`src/rtl/pcpm_map.svh`:
```
`ifndef PCPM_MAP_SVH
`define PCPM_MAP_SVH

// ****************************************
// Register offsets
// ****************************************
`define PCPM_EXT1         8'h00
`define PCPM_MISC3        8'h04
`define PCPM_IRQ_STAT     8'h08
`define PCPM_IRQ_CLR      8'h0c
`define PCPM_IRQ_EN       8'h10
`define PCPM_PINS         8'h14
`define PCPM_SOCK_BASE    8'h20
`define PCPM_SOCK_STRIDE  8'h10
`define PCPM_SUB_MODE     8'h00
`define PCPM_SUB_INTGEN   8'h04
`define PCPM_SUB_MISC1    8'h08
`define PCPM_SUB_ATA      8'h0c

// ****************************************
// Field positions
// ****************************************
`define PCPM_RING_BIT     7
`define PCPM_AUDIO_BIT    4
`define PCPM_LAMP_BIT     2
`define PCPM_ATA_LED_BIT  1
`define PCPM_SLEEP_BIT    4
`define PCPM_SMB_BIT      5
`define PCPM_STRAP_AUDIO  0
`define PCPM_STRAP_LAMP   1
`define PCPM_STRAP_STROBE 2
`define PCPM_STRAP_SERIAL 3
`define PCPM_VS1_WR_BIT   2
`define PCPM_VS2_WR_BIT   3
`define PCPM_VS_PULL_BIT  4
`define PCPM_MODE_WMASK   8'h1f
`define PCPM_MISC3_WMASK  8'hf0

// ****************************************
// Reset values
// ****************************************
`define PCPM_REG_RESET    8'h00

`endif

```
`src/rtl/pcpm_pkg.sv`:
```
package pcpm_pkg;

	// ****************************************
	// Card interface modes and socket pin roles
	// ****************************************
	typedef enum logic [1:0] {
		MODE_MEMORY,
		MODE_IO,
		MODE_CARDBUS
	} pcpm_mode_type;

	typedef enum logic [1:0] {
		ROLE_BATTERY_DEAD,
		ROLE_STATUS_CHANGE,
		ROLE_PHONE_WAKE,
		ROLE_CARDBUS_ALERT
	} pcpm_role_type;

endpackage

```
`src/rtl/pcpm_sync.sv`:
```
module pcpm_sync #(
	parameter int W = 1
) (
	input  wire logic         clk_i,
	input  wire logic         ce_i,
	input  wire logic [W-1:0] d_i,
	output logic      [W-1:0] q_o
);

	// ****************************************
	// Two-stage synchroniser
	// ****************************************
	// No reset here on purpose: straps must be tracked while reset is held.
	logic [W-1:0] meta;

	always_ff @(posedge clk_i) begin
		if (ce_i) begin
			meta <= d_i;
			q_o  <= meta;
		end
	end

endmodule

```
`src/rtl/pcpm_top.sv`:
```
`include "pcpm_map.svh"

// Notes on behaviour
// - Memory mode: status pin means battery dead.
// - I/O mode: status pin means status change.
// - Ring enable bit makes it wake input, except in CardBus mode.
// - Sense pins pulled only by write and pull bits.
// - Audio routed only when socket audio bit set.
// - Audio pin strapped into misc3 bit 0.
// - Lamp driven only with extension bit 2.
// - Disk activity only with ATA bit 1.
// - Sleep bit turns lamp pin into input.
// - Lamp pin strapped into misc3 bit 1.
// - Serial line plain output, or open-drain SMBus.
// - Serial line strapped into misc3 bit 3.
// - Strobe pin strapped into misc3 bit 2.
// - Warning pin carries audio or drive LED.
module pcpm_top #(
	parameter int NSOCK = 2
) (
	input  wire logic             clk_i,
	input  wire logic             rst_i,
	input  wire logic             ce_i,
	input  wire logic             wb_cyc_i,
	input  wire logic             wb_stb_i,
	input  wire logic             wb_we_i,
	input  wire logic [7:0]       wb_adr_i,
	input  wire logic [31:0]      wb_dat_i,
	input  wire logic [3:0]       wb_sel_i,
	output logic      [31:0]      wb_dat_o,
	output logic                  wb_ack_o,
	output logic                  irq_o,
	input  wire logic [NSOCK-1:0] battery_dead_status_i,
	input  wire logic [NSOCK-1:0] battery_warning_status_i,
	input  wire logic [NSOCK-1:0] voltage_sense_one_i,
	output logic      [NSOCK-1:0] voltage_sense_one_o,
	output logic      [NSOCK-1:0] voltage_sense_one_oe_o,
	input  wire logic [NSOCK-1:0] voltage_sense_two_i,
	output logic      [NSOCK-1:0] voltage_sense_two_o,
	output logic      [NSOCK-1:0] voltage_sense_two_oe_o,
	input  wire logic             audio_tone_i,
	output logic                  audio_tone_o,
	output logic                  audio_tone_oe_o,
	input  wire logic             activity_lamp_i,
	output logic                  activity_lamp_o,
	output logic                  activity_lamp_oe_o,
	input  wire logic             serial_ref_clock_i,
	input  wire logic             power_switch_serial_line_i,
	output logic                  power_switch_serial_line_o,
	output logic                  power_switch_serial_line_oe_o,
	input  wire logic             power_switch_strobe_i,
	output logic                  power_switch_strobe_o,
	output logic                  power_switch_strobe_oe_o,
	input  wire logic             switch_data_i,
	input  wire logic             switch_strobe_i
);

	localparam int IW = NSOCK + 2;
	localparam int RING_IRQ = NSOCK;
	localparam int SLEEP_IRQ = NSOCK + 1;

	typedef struct packed {
		logic                  ack;
		logic [31:0]           rdat;
		logic                  done;
		logic [3:0]            strap;
		logic [7:0]            ext1;
		logic [7:0]            misc3;
		logic [NSOCK-1:0][7:0] mode;
		logic [NSOCK-1:0][7:0] intgen;
		logic [NSOCK-1:0][7:0] misc1;
		logic [NSOCK-1:0][7:0] ata;
		logic [IW-1:0]         irq_st;
		logic [IW-1:0]         irq_en;
		logic                  irq;
		logic [NSOCK-1:0]      prev_stat;
		logic                  prev_sleep;
		logic                  audio;
		logic                  audio_oe;
		logic                  lamp;
		logic                  lamp_oe;
		logic                  power_switch_serial_line;
		logic                  power_switch_serial_line_oe;
		logic                  strobe;
		logic                  strobe_oe;
		logic [NSOCK-1:0]      vs1_oe;
		logic [NSOCK-1:0]      vs2_oe;
	} pcpm_state_type;

	// ****************************************
	// Decoding helpers
	// ****************************************
	function automatic pcpm_pkg::pcpm_mode_type mode_of(input logic [1:0] f);
		case (f)
			2'b00:   mode_of = pcpm_pkg::MODE_MEMORY;
			2'b01:   mode_of = pcpm_pkg::MODE_IO;
			default: mode_of = pcpm_pkg::MODE_CARDBUS;
		endcase
	endfunction

	function automatic pcpm_pkg::pcpm_role_type role_of(input logic [1:0] f, input logic ring);
		pcpm_pkg::pcpm_mode_type m;
		m = mode_of(f);
		if (m == pcpm_pkg::MODE_CARDBUS) begin
			role_of = pcpm_pkg::ROLE_CARDBUS_ALERT;
		end else if (ring) begin
			role_of = pcpm_pkg::ROLE_PHONE_WAKE;
		end else if (m == pcpm_pkg::MODE_IO) begin
			role_of = pcpm_pkg::ROLE_STATUS_CHANGE;
		end else begin
			role_of = pcpm_pkg::ROLE_BATTERY_DEAD;
		end
	endfunction

	function automatic logic sock_hit(input logic [7:0] adr, input int k, input logic [7:0] sub);
		sock_hit = adr == (`PCPM_SOCK_BASE + 8'(k) * `PCPM_SOCK_STRIDE + sub);
	endfunction

	// ****************************************
	// Pin synchronisers
	// ****************************************
	logic [NSOCK-1:0] stat_sy;
	logic [NSOCK-1:0] warn_sy;
	logic [NSOCK-1:0] vs1_sy;
	logic [NSOCK-1:0] vs2_sy;
	logic [4:0]       glob_sy;
	logic             audio_sy;
	logic             lamp_sy;
	logic             power_switch_serial_line_sy;
	logic             strobe_sy;
	logic             sclk_sy;

	genvar g;
	generate
		for (g = 0; g < NSOCK; g++) begin : g_sock_sync
			pcpm_sync #(.W(4)) u_sync (
				.clk_i (clk_i),
				.ce_i  (ce_i),
				.d_i   ({battery_dead_status_i[g], battery_warning_status_i[g],
				          voltage_sense_one_i[g], voltage_sense_two_i[g]}),
				.q_o   ({stat_sy[g], warn_sy[g], vs1_sy[g], vs2_sy[g]})
			);
		end
	endgenerate

	pcpm_sync #(.W(5)) u_glob_sync (
		.clk_i (clk_i),
		.ce_i  (ce_i),
		.d_i   ({audio_tone_i, activity_lamp_i, power_switch_serial_line_i,
		          power_switch_strobe_i, serial_ref_clock_i}),
		.q_o   (glob_sy)
	);

	assign audio_sy  = glob_sy[4];
	assign lamp_sy   = glob_sy[3];
	assign power_switch_serial_line_sy  = glob_sy[2];
	assign strobe_sy = glob_sy[1];
	// The reference clock is only observed; it is far slower than clk_i.
	assign sclk_sy   = glob_sy[0];

	// ****************************************
	// Next state
	// ****************************************
	pcpm_state_type s;
	pcpm_state_type next_s;
	logic           wb_req;
	logic           smb;
	logic           sleep_mode;
	logic           ring_ev;
	logic           sleep_ev;
	logic [IW-1:0]  irq_set;
	logic [IW-1:0]  irq_clr;
	logic [7:0]     rd;
	logic           audio_any;
	logic           lamp_any;

	assign wb_req     = wb_cyc_i & wb_stb_i & ~s.ack;
	assign smb        = s.misc3[`PCPM_SMB_BIT];
	assign sleep_mode = s.misc3[`PCPM_SLEEP_BIT];

	always_comb begin
		next_s    = s;
		irq_set   = '0;
		irq_clr   = '0;
		ring_ev   = 1'b0;
		rd        = 8'h00;
		audio_any = 1'b0;
		lamp_any  = 1'b0;

		// Straps are caught once, on the first enabled edge after release.
		if (!s.done) begin
			next_s.done                     = 1'b1;
			next_s.strap[`PCPM_STRAP_AUDIO]  = audio_sy;
			next_s.strap[`PCPM_STRAP_LAMP]   = lamp_sy;
			next_s.strap[`PCPM_STRAP_STROBE] = strobe_sy;
			next_s.strap[`PCPM_STRAP_SERIAL] = power_switch_serial_line_sy;
		end

		// All socket status roles are active low, so a falling edge is the event.
		for (int k = 0; k < NSOCK; k++) begin
			if (s.done && s.prev_stat[k] && !stat_sy[k]) begin
				if (role_of(s.mode[k][1:0], s.intgen[k][`PCPM_RING_BIT]) ==
				    pcpm_pkg::ROLE_PHONE_WAKE) begin
					ring_ev = 1'b1;
				end else begin
					irq_set[k] = 1'b1;
				end
			end
			if (mode_of(s.mode[k][1:0]) != pcpm_pkg::MODE_MEMORY) begin
				audio_any = audio_any | (s.misc1[k][`PCPM_AUDIO_BIT] & warn_sy[k]);
				lamp_any  = lamp_any | (s.ata[k][`PCPM_ATA_LED_BIT] & ~warn_sy[k]);
			end
			next_s.vs1_oe[k] = next_s.done & s.mode[k][`PCPM_VS_PULL_BIT] &
			                   s.mode[k][`PCPM_VS1_WR_BIT];
			next_s.vs2_oe[k] = next_s.done & s.mode[k][`PCPM_VS_PULL_BIT] &
			                   s.mode[k][`PCPM_VS2_WR_BIT];
		end
		next_s.prev_stat  = stat_sy;
		next_s.prev_sleep = lamp_sy;
		sleep_ev          = s.done & sleep_mode & s.prev_sleep & ~lamp_sy;
		irq_set[RING_IRQ]  = ring_ev;
		irq_set[SLEEP_IRQ] = sleep_ev;

		// Pin drivers; every enable stays low until the straps are latched.
		next_s.audio     = audio_any;
		next_s.audio_oe  = next_s.done;
		next_s.lamp      = s.ext1[`PCPM_LAMP_BIT] & lamp_any;
		next_s.lamp_oe   = next_s.done & ~sleep_mode;
		if (smb) begin
			next_s.power_switch_serial_line     = 1'b0;
			next_s.power_switch_serial_line_oe  = next_s.done & ~switch_data_i;
			next_s.strobe    = 1'b0;
			next_s.strobe_oe = next_s.done & ~switch_strobe_i;
		end else begin
			next_s.power_switch_serial_line     = switch_data_i;
			next_s.power_switch_serial_line_oe  = next_s.done;
			next_s.strobe    = switch_strobe_i;
			next_s.strobe_oe = next_s.done;
		end

		// Register bus: one wait state, answer registered with ack.
		next_s.ack = wb_req;
		if (wb_req) begin
			case (wb_adr_i)
				`PCPM_EXT1:     rd = s.ext1;
				`PCPM_MISC3:    rd = {s.misc3[7:4], s.strap};
				`PCPM_IRQ_STAT: rd = 8'(s.irq_st);
				`PCPM_IRQ_EN:   rd = 8'(s.irq_en);
				`PCPM_PINS:     rd = {3'h0, strobe_sy, power_switch_serial_line_sy, audio_sy, lamp_sy, sclk_sy};
				default:        rd = 8'h00;
			endcase
			for (int k = 0; k < NSOCK; k++) begin
				if (sock_hit(wb_adr_i, k, `PCPM_SUB_MODE)) begin
					rd = {vs2_sy[k], vs1_sy[k], stat_sy[k], s.mode[k][4:0]};
				end
				if (sock_hit(wb_adr_i, k, `PCPM_SUB_INTGEN)) begin
					rd = s.intgen[k];
				end
				if (sock_hit(wb_adr_i, k, `PCPM_SUB_MISC1)) begin
					rd = s.misc1[k];
				end
				if (sock_hit(wb_adr_i, k, `PCPM_SUB_ATA)) begin
					rd = s.ata[k];
				end
			end
			if (wb_we_i && wb_sel_i[0]) begin
				case (wb_adr_i)
					`PCPM_EXT1:    next_s.ext1 = wb_dat_i[7:0];
					`PCPM_MISC3:   next_s.misc3 = wb_dat_i[7:0] & `PCPM_MISC3_WMASK;
					`PCPM_IRQ_CLR: irq_clr = wb_dat_i[IW-1:0];
					`PCPM_IRQ_EN:  next_s.irq_en = wb_dat_i[IW-1:0];
					default:       next_s.ext1 = s.ext1;
				endcase
				for (int k = 0; k < NSOCK; k++) begin
					if (sock_hit(wb_adr_i, k, `PCPM_SUB_MODE)) begin
						next_s.mode[k] = wb_dat_i[7:0] & `PCPM_MODE_WMASK;
					end
					if (sock_hit(wb_adr_i, k, `PCPM_SUB_INTGEN)) begin
						next_s.intgen[k] = wb_dat_i[7:0];
					end
					if (sock_hit(wb_adr_i, k, `PCPM_SUB_MISC1)) begin
						next_s.misc1[k] = wb_dat_i[7:0];
					end
					if (sock_hit(wb_adr_i, k, `PCPM_SUB_ATA)) begin
						next_s.ata[k] = wb_dat_i[7:0];
					end
				end
			end
		end
		next_s.rdat = {24'h000000, rd};

		// A new event beats a clear written in the same cycle.
		next_s.irq_st = (s.irq_st & ~irq_clr) | irq_set;
		next_s.irq    = |(next_s.irq_st & next_s.irq_en);
	end

	// ****************************************
	// State register
	// ****************************************
	always_ff @(posedge clk_i) begin
		if (rst_i) begin
			s <= '0;
		end else if (ce_i) begin
			s <= next_s;
		end
	end

	assign wb_ack_o                      = s.ack;
	assign wb_dat_o                      = s.rdat;
	assign irq_o                         = s.irq;
	assign audio_tone_o                  = s.audio;
	assign audio_tone_oe_o               = s.audio_oe;
	assign activity_lamp_o               = s.lamp;
	assign activity_lamp_oe_o            = s.lamp_oe;
	assign power_switch_serial_line_o    = s.power_switch_serial_line;
	assign power_switch_serial_line_oe_o = s.power_switch_serial_line_oe;
	assign power_switch_strobe_o         = s.strobe;
	assign power_switch_strobe_oe_o      = s.strobe_oe;
	assign voltage_sense_one_o           = {NSOCK{s.done}};
	assign voltage_sense_two_o           = {NSOCK{s.done}};
	assign voltage_sense_one_oe_o        = s.vs1_oe;
	assign voltage_sense_two_oe_o        = s.vs2_oe;
endmodule

```
`config.mk`:
```
export PLATFORM = sky130hd
export DESIGN_NAME = pcpm_top
export DESIGN_NICKNAME = d
export VERILOG_FILES = /design/src/rtl/pcpm_pkg.sv /design/src/rtl/pcpm_sync.sv /design/src/rtl/pcpm_top.sv
export VERILOG_INCLUDE_DIRS = /design/src /design/src/rtl
export SDC_FILE = /design/constraint.sdc
export NUM_CORES = 1
export LEC_CHECK = 0
export ABC_CLOCK_PERIOD_IN_PS = 1950
export BUFFER_PORTS_ARGS = -buffer_cell sky130_fd_sc_hd__buf_2
export CAP_MARGIN = 40
export CELL_PAD_IN_SITES_DETAIL_PLACEMENT = 0
export CELL_PAD_IN_SITES_GLOBAL_PLACEMENT = 1
export CORE_UTILIZATION = 39
export CTS_CLUSTER_SIZE = 16
export DETAILED_ROUTE_END_ITERATION = 10
export GPL_ROUTABILITY_DRIVEN = 0
export HOLD_SLACK_MARGIN = 0.03
export PLACE_DENSITY_LB_ADDON = 0.05
export SLEW_MARGIN = 20
export SYNTH_ARGS = -nofsm -noshare
export SYNTH_HDL_FRONTEND = slang
export SYNTH_SLANG_ARGS = --single-unit
```
`constraint.sdc`:
```
create_clock -name clk_i -period 1.95 [get_ports clk_i]
set_clock_uncertainty 0.05 [all_clocks]
set_input_delay 0.2925 -clock clk_i [delete_from_list [all_inputs] [get_ports clk_i]]
set_output_delay 0.2925 -clock clk_i [all_outputs]
set_load 0.01 [all_outputs]
```
==> results of run 1 <==
## cell usage in the layout (no fill, tap or decap), types with 5 or more instances in the layout
cell           count
buf_12             8
conb_1            24
o221a_2            5
buf_2             62
o21a_1             6
dfxtp_1          107
a211oi_1           5
buf_4             74
dlygate4sd3_1     14
nand2b_1          23
nor2b_1           12
o221ai_1           6
a21oi_1           41
mux2i_1           64
clkbuf_16         17
a221oi_1           5
nor3_1             6
nor2_1            98
edfxtp_1          26
nand2_1           63
nand3_1           12
o21ai_0           26
## final timing paths
| check | startpoint | to | slack [ns] | cells after the start |
|---|---|---|---|---|
| min | switch_strobe_i | power_switch_strobe_oe_o | 0.05 | 2 |
| min reg2reg | u_glob_sync.meta[2] | u_glob_sync.q_o[2] | 0.37 | 0 |
| max reg2reg | u_glob_sync.q_o[4] | wb_dat_o[2] | 0.09 | 4 |
| max | u_glob_sync.q_o[4] | wb_dat_o[2] | 0.09 | 4 |
## kinds of logic after synthesis
logic type	after synthesis
other cells	1
simple gates	257
mux	72
compound gates	133
flops	133
buf+inv	91
## metal layers
| metal | global-route usage [%] | vias to the layer above |
|---|---|---|
| met1 | 29.8 | 2584 |
| met2 | 40.0 | 129 |
| li1 | - | 2624 |
| met4 | 6.56 | 2 |
| met3 | 5.50 | 20 |
| met5 | 0 | - |
## stage by stage
| step | instances | area, sq um |
|---|---|---|
| after global routing | 1028 | 8150 |
| final | 1028 | 8150 |
| after global placement | 982 | 7360 |
| after CTS | 1028 | 8120 |
| after detailed placement | 982 | 7360 |
| after floorplan | 710 | 6580 |
## flip-flops by register name (all words and copies together), names as in the netlist, 2 cells and up
register,count
voltage_sense_one_oe_o,2
u_glob_sync.q_o,5
s,85
u_glob_sync.meta,5
voltage_sense_two_oe_o,2
g_sock_sync.u_sync.meta,8
g_sock_sync.u_sync.q_o,8
wb_dat_o,8
## power by group
| part | internal, W | switching, W |
|---|---|---|
| combinational | 0.000205 | 0.000310 |
| sequential | 0.00288 | 0.0000338 |
| clock | 0.00214 | 0.00122 |
| total | 0.00522 | 0.00157 |
## final cells by class
cell class	instances	area share [%]
Sequential cell	133	35.9
Inverter	3	0.138
Timing Repair Buffer	158	14.3
Tap cell	216	3.32
Clock inverter	13	2.21
Multi-Input combinational cell	486	38.8
Clock buffer	19	5.31
## repair_timing
item / 4_1_cts / 5_1_grt
setup endpoints to repair: 0 / 8
resized for setup: 0 / 4
buffers inserted: 0 / 0
endpoints found under the hold margin: 14 / 0
hold buffers: 14 / 0
==> impl_metrics.env, run 1 <==
export IMPL_status="finished, final reports clean"
export IMPL_synth_edf_count=26
export IMPL_cellLeakagePower_nw=3.15
export IMPL_worstPathRequired_ns=2.17
export IMPL_synth_most_common_cell="dfxtp_1"
export IMPL_cts_sinks=133
export IMPL_synth_fa_ha_area_share_pct=0
export IMPL_drive_gt1_share_pct=25.5
export IMPL_synth_compound_area_share_pct=14.0
export IMPL_drv_slew=0
export IMPL_final_hold_viol_count=0
export IMPL_max_slew_margin_rel_pct=60.0
export IMPL_netlist_area_sq_mm=0.00645
export IMPL_hold_path_class="input port to flip-flop"
export IMPL_cap_violations=0
export IMPL_yosys_top_cells_area="dfxtp_1 33%, edfxtp_1 12%, mux2i_1 9.9%"
export IMPL_power_density_mw_per_mm2=833
export IMPL_portBuffers=63
export IMPL_wire_per_inst_um=18.4
export IMPL_rows=46
export IMPL_routed_wl_met2_mm=9.22
export IMPL_antenna_found_initial=1
export IMPL_post_route_util_pct=50.9
export IMPL_synth_top_family_by_area="simple AND/OR/NAND/NOR gates"
export IMPL_synth_xor_area_share_pct=0
export IMPL_area_growth_pct=26.2
export IMPL_ys_seq_elements=133
export IMPL_synth_common_cells="107 x dfxtp_1, 99 x nor2_1, 64 x mux2i_1"
export IMPL_seqCellArea_sq_mm=0.00292
export IMPL_slowest_stage="mux4_1"
export IMPL_yosysTopAreaCell="dfxtp_1"
export IMPL_critPathTopFamily="compound AO/OA/AOI/OAI gates"
export IMPL_yosysWarnings=0
export IMPL_dieArea_sq_mm=0.0171
export IMPL_grt_pass1_vias=5270
export IMPL_dr_wl_met3_um=754
export IMPL_fillCellCount=1518
export IMPL_drtPass1Iterations=5
export IMPL_multi_input_area_sq_mm=0.00316
export IMPL_worst_setup_path_start_kind="flip-flop"
export IMPL_antenna_cells=0
export IMPL_timing_final_ws_setup_ns=0.0899
export IMPL_critPathCaptureType="flip-flop"
export IMPL_async_flop_share_pct=0
export IMPL_yosysUniqueCellTypes=65
export IMPL_place_hpwl_mm=13.7
export IMPL_cts_buffer_depth=2
export IMPL_yosys_mux_area_fraction_pct=12.3
export IMPL_num_nets_final=864
export IMPL_fin_crit_ns=1.86
export IMPL_clk_latency_ns=0.42
export IMPL_max_freq_mhz=538
export IMPL_die_w_um=131
export IMPL_detail_route_antenna_nets=0
export IMPL_htree_levels=4
export IMPL_drc=0
export IMPL_avgSynthCellArea_sq_um=9.40
export IMPL_synth_top_area_share_pct=33.2
export IMPL_final_setup_viol_count=0
export IMPL_fp_coreArea_sq_mm=0.0160
export IMPL_die_height_um=131
export IMPL_viasPerCell=5.21
export IMPL_grt_setup_unrepaired="true"
export IMPL_irDropWorstVdd_mv=0.717
export IMPL_cp_max_fo=2
export IMPL_drt_wl_total_mm=18.9
export IMPL_grt_pass1_wl_mm=29.4
export IMPL_synth_seq_area_share_pct=45.3
export IMPL_dr_max_layer_used="met5"
export IMPL_tightest_slew_ns=0.599
export IMPL_synth_cells=687
export IMPL_grtUsageTotal_pct=23.5
export IMPL_met1Wirelength_mm=8.67
export IMPL_cts_root_buf="clkbuf_16"
export IMPL_drtIter0Drc=283
export IMPL_fin_setup_tns_ns=0
export IMPL_cp_cell_sequence="mux4_1 > a222oi_1 > a211o_1 > a221oi_1"
export IMPL_cts_buffers=17
export IMPL_worst_path_buf_inv=0
export IMPL_synth_ff_type="dfxtp_1"
export IMPL_cts_tree="built"
export IMPL_synthSimpleGateAreaFrac_pct=20.5
export IMPL_grt_overflow=0
export IMPL_whs_ns=0.0490
export IMPL_via_count=5359
export IMPL_cp_slowest_stage_delay_ns=0.53
export IMPL_min_period_over_period_pct=95.4
export IMPL_grt_max_degree=49
export IMPL_io_pins=115
export IMPL_crit_type="flip-flop to flip-flop"
export IMPL_clk_pin_slew_ns=0.06
export IMPL_total_power_w=0.00678
export IMPL_arrival_ns=2.08
export IMPL_dp_slack_ns=-0.289
export IMPL_initial_utilization_pct=40.3
(Power assumes the default switching activity.)
==> inputs of run 2 (changes only) <==
--- a/config.mk
+++ b/config.mk
@@ -11,13 +11,13 @@
 export CAP_MARGIN = 40
 export CELL_PAD_IN_SITES_DETAIL_PLACEMENT = 0
 export CELL_PAD_IN_SITES_GLOBAL_PLACEMENT = 1
-export CORE_UTILIZATION = 39
+export CORE_UTILIZATION = 38
 export CTS_CLUSTER_SIZE = 16
 export DETAILED_ROUTE_END_ITERATION = 10
 export GPL_ROUTABILITY_DRIVEN = 0
 export HOLD_SLACK_MARGIN = 0.03
 export PLACE_DENSITY_LB_ADDON = 0.05
-export SLEW_MARGIN = 20
 export SYNTH_ARGS = -nofsm -noshare
 export SYNTH_HDL_FRONTEND = slang
+export SYNTH_HIERARCHICAL = 1
 export SYNTH_SLANG_ARGS = --single-unit
==> impl_metrics.env, run 2 <==
export IMPL_mostFrequentLayoutCell="dfxtp_1"
export IMPL_final_area_sq_mm=0.00825
export IMPL_crit_type="input port to flip-flop"
export IMPL_yosys_top_cells_area="dfxtp_1 33%, edfxtp_1 12%, mux2i_1 6.4%"
export IMPL_io_pins=115
export IMPL_antenna_cells=0
export IMPL_yosysTopAreaCell="dfxtp_1"
export IMPL_via_count=5929
export IMPL_viasPerCell=5.40
export IMPL_area_growth_pct=28.3
export IMPL_synth_edf_count=26
export IMPL_drv_slew=0
export IMPL_fp_coreArea_sq_mm=0.0166
export IMPL_antenna_found_initial=0
export IMPL_layout_common_cells="107 x dfxtp_1, 99 x buf_4, 85 x nand2_1"
export IMPL_largest_reg_flops=85
export IMPL_power_density_mw_per_mm2=818
export IMPL_worstPathRequired_ns=2.26
export IMPL_regMostFlops="s"
export IMPL_initial_utilization_pct=38.8
export IMPL_grt_overflow=0
export IMPL_irDropWorstVdd_mv=0.607
export IMPL_top_usage_layer="met2"
export IMPL_grt_pass1_wl_mm=32.5
export IMPL_cts_sinks=133
export IMPL_fillCellCount=1610
export IMPL_total_power_w=0.00675
export IMPL_cts_tree="built"
export IMPL_grt_max_degree=105
export IMPL_die_w_um=132
export IMPL_ys_seq_elements=133
export IMPL_fin_crit_ns=1.87
export IMPL_cellLeakagePower_nw=3.17
export IMPL_synth_seq_area_share_pct=45.4
export IMPL_placed_cell_area_sq_mm=0.00741
export IMPL_worst_path_buf_inv=2
export IMPL_grt_pass1_vias=5586
export IMPL_synth_cells=738
export IMPL_fin_setup_tns_ns=0
export IMPL_synth_ff_type="dfxtp_1"
export IMPL_netlist_area_sq_mm=0.00643
export IMPL_yosysWarnings=6
export IMPL_met3_usage_pct=5.73
export IMPL_status="finished, final reports clean"
export IMPL_hold_path_class="input port to flip-flop"
export IMPL_die_height_um=132
export IMPL_min_period_over_period_pct=95.7
export IMPL_grt_setup_unrepaired="false"
export IMPL_synth_most_common_cell="dfxtp_1"
export IMPL_drc=0
export IMPL_final_hold_viol_count=0
export IMPL_cts_root_buf="clkbuf_16"
export IMPL_slowest_stage="or4b_1"
export IMPL_grt_use_met2_pct=39.1
export IMPL_cp_cell_sequence="buf_2 > or4b_1 > buf_4 > a2111oi_0 > a221oi_1 > o221ai_1 > a22o_1"
export IMPL_cts_buffers=17
export IMPL_synth_common_cells="107 x dfxtp_1, 85 x nand2_1, 79 x nor2_1"
export IMPL_worst_setup_path_start_kind="input port"
export IMPL_avgSynthCellArea_sq_um=8.72
export IMPL_yosysUniqueCellTypes=70
export IMPL_max_slew_margin_rel_pct=62.3
export IMPL_drtPass1Iterations=5
export IMPL_arrival_ns=2.18
export IMPL_synth_top_area_share_pct=33.3
export IMPL_max_freq_mhz=536
export IMPL_num_nets_final=930
export IMPL_grtUsageTotal_pct=24.8
export IMPL_drt_wl_total_mm=21.3
export IMPL_cp_max_fo=5
export IMPL_tightest_slew_ns=0.552
export IMPL_drive_gt1_share_pct=25.2
export IMPL_detail_route_antenna_nets=0
export IMPL_portBuffers=63
export IMPL_critPathTopFamily="compound AO/OA/AOI/OAI gates"
export IMPL_rows=47
export IMPL_cap_violations=0
export IMPL_cp_slowest_stage_delay_ns=0.54
export IMPL_critPathCaptureType="flip-flop"
export IMPL_cts_buffer_depth=2
export IMPL_clk_latency_ns=0.42
export IMPL_use_met1_pct=33.5
export IMPL_clk_pin_slew_ns=0.06
export IMPL_dieArea_sq_mm=0.0175
export IMPL_htree_levels=4
export IMPL_wire_per_inst_um=19.4
export IMPL_final_setup_viol_count=0
export IMPL_place_hpwl_mm=15.1
export IMPL_drtIter0Drc=503
export IMPL_async_flop_share_pct=0
run 2: power by group:
group	total (W)	switching (W)	internal (W)
combinational	0.000578	0.000349	0.000229
sequential	0.00291	0.0000372	0.00287
clock	0.00326	0.00129	0.00197
total	0.00675	0.00168	0.00507
run 2: logic make-up (layout without fill, tap and decap cells):
kind of cell	after synthesis	count (layout)	share of synthesized area (%)
compound gates	213	213	20.6
buf+inv	106	223	8.77
flops	133	133	45.4
mux	43	43	6.73
other cells	1	24	0.0583
simple gates	242	242	18.4
run 2: cell type report:
class / count / area (sq um) / share of cell area, %
Clock buffer: 22 / 497 / 6.02
Sequential cell: 133 / 2920 / 35.4
Tap cell: 220 / 275 / 3.33
Multi-Input combinational cell: 522 / 3080 / 37.3
Timing Repair Buffer: 184 / 1350 / 16.3
Clock inverter: 10 / 105 / 1.27
Inverter: 7 / 26.3 / 0.318
run 2: metrics by stage:
stage | std cells | worst slack (ns) | util, % | hold WS, ns
after CTS | 1093 | 0.0190 | 49.3 | 0.146
after floorplan | 761 | -0.153 | - | 0.341
after global placement | 1044 | -0.324 | 44.7 | 0.354
after detailed placement | 1044 | -0.332 | 44.7 | 0.357
after global routing | 1098 | 0.00423 | 49.8 | 0.160
final | 1098 | 0.0842 | 49.8 | 0.162
run 2: repair_timing:
item / 4_1_cts / 5_1_grt
endpoints found under the setup margin: 1 / 26
gates cloned: 0 / 1
resized for setup: 1 / 14
endpoints found under the hold margin: 15 / 0
buffers inserted: 2 / 4
hold buffers: 15 / 0
pin swaps: 0 / 2
run 2: final timing paths:
check | start | endpoint | slack, ns | cells after the start
setup / recovery | wb_adr_i[1] | wb_dat_o[1] | 0.08 | 7
hold / removal | wb_dat_i[3] | s[23] | 0.16 | 4
hold reg to reg | g_sock_sync[0].u_sync/meta[0] | g_sock_sync[0].u_sync/q_o[0] | 0.37 | 0
setup reg to reg | s[74] | wb_dat_o[2] | 0.09 | 5
run 2: routing by layer:
metal,vias up,wire (um)
li1,2849,-
met1,2862,9890
met2,197,9770
met3,21,1330
met4,0,338
met5,-,0
run 2: worst min-delay path: stages:
cell and delay, ns:
buf_2 0.12, nand3_1 0.06, a22oi_1 0.06, nor2_1 0.08
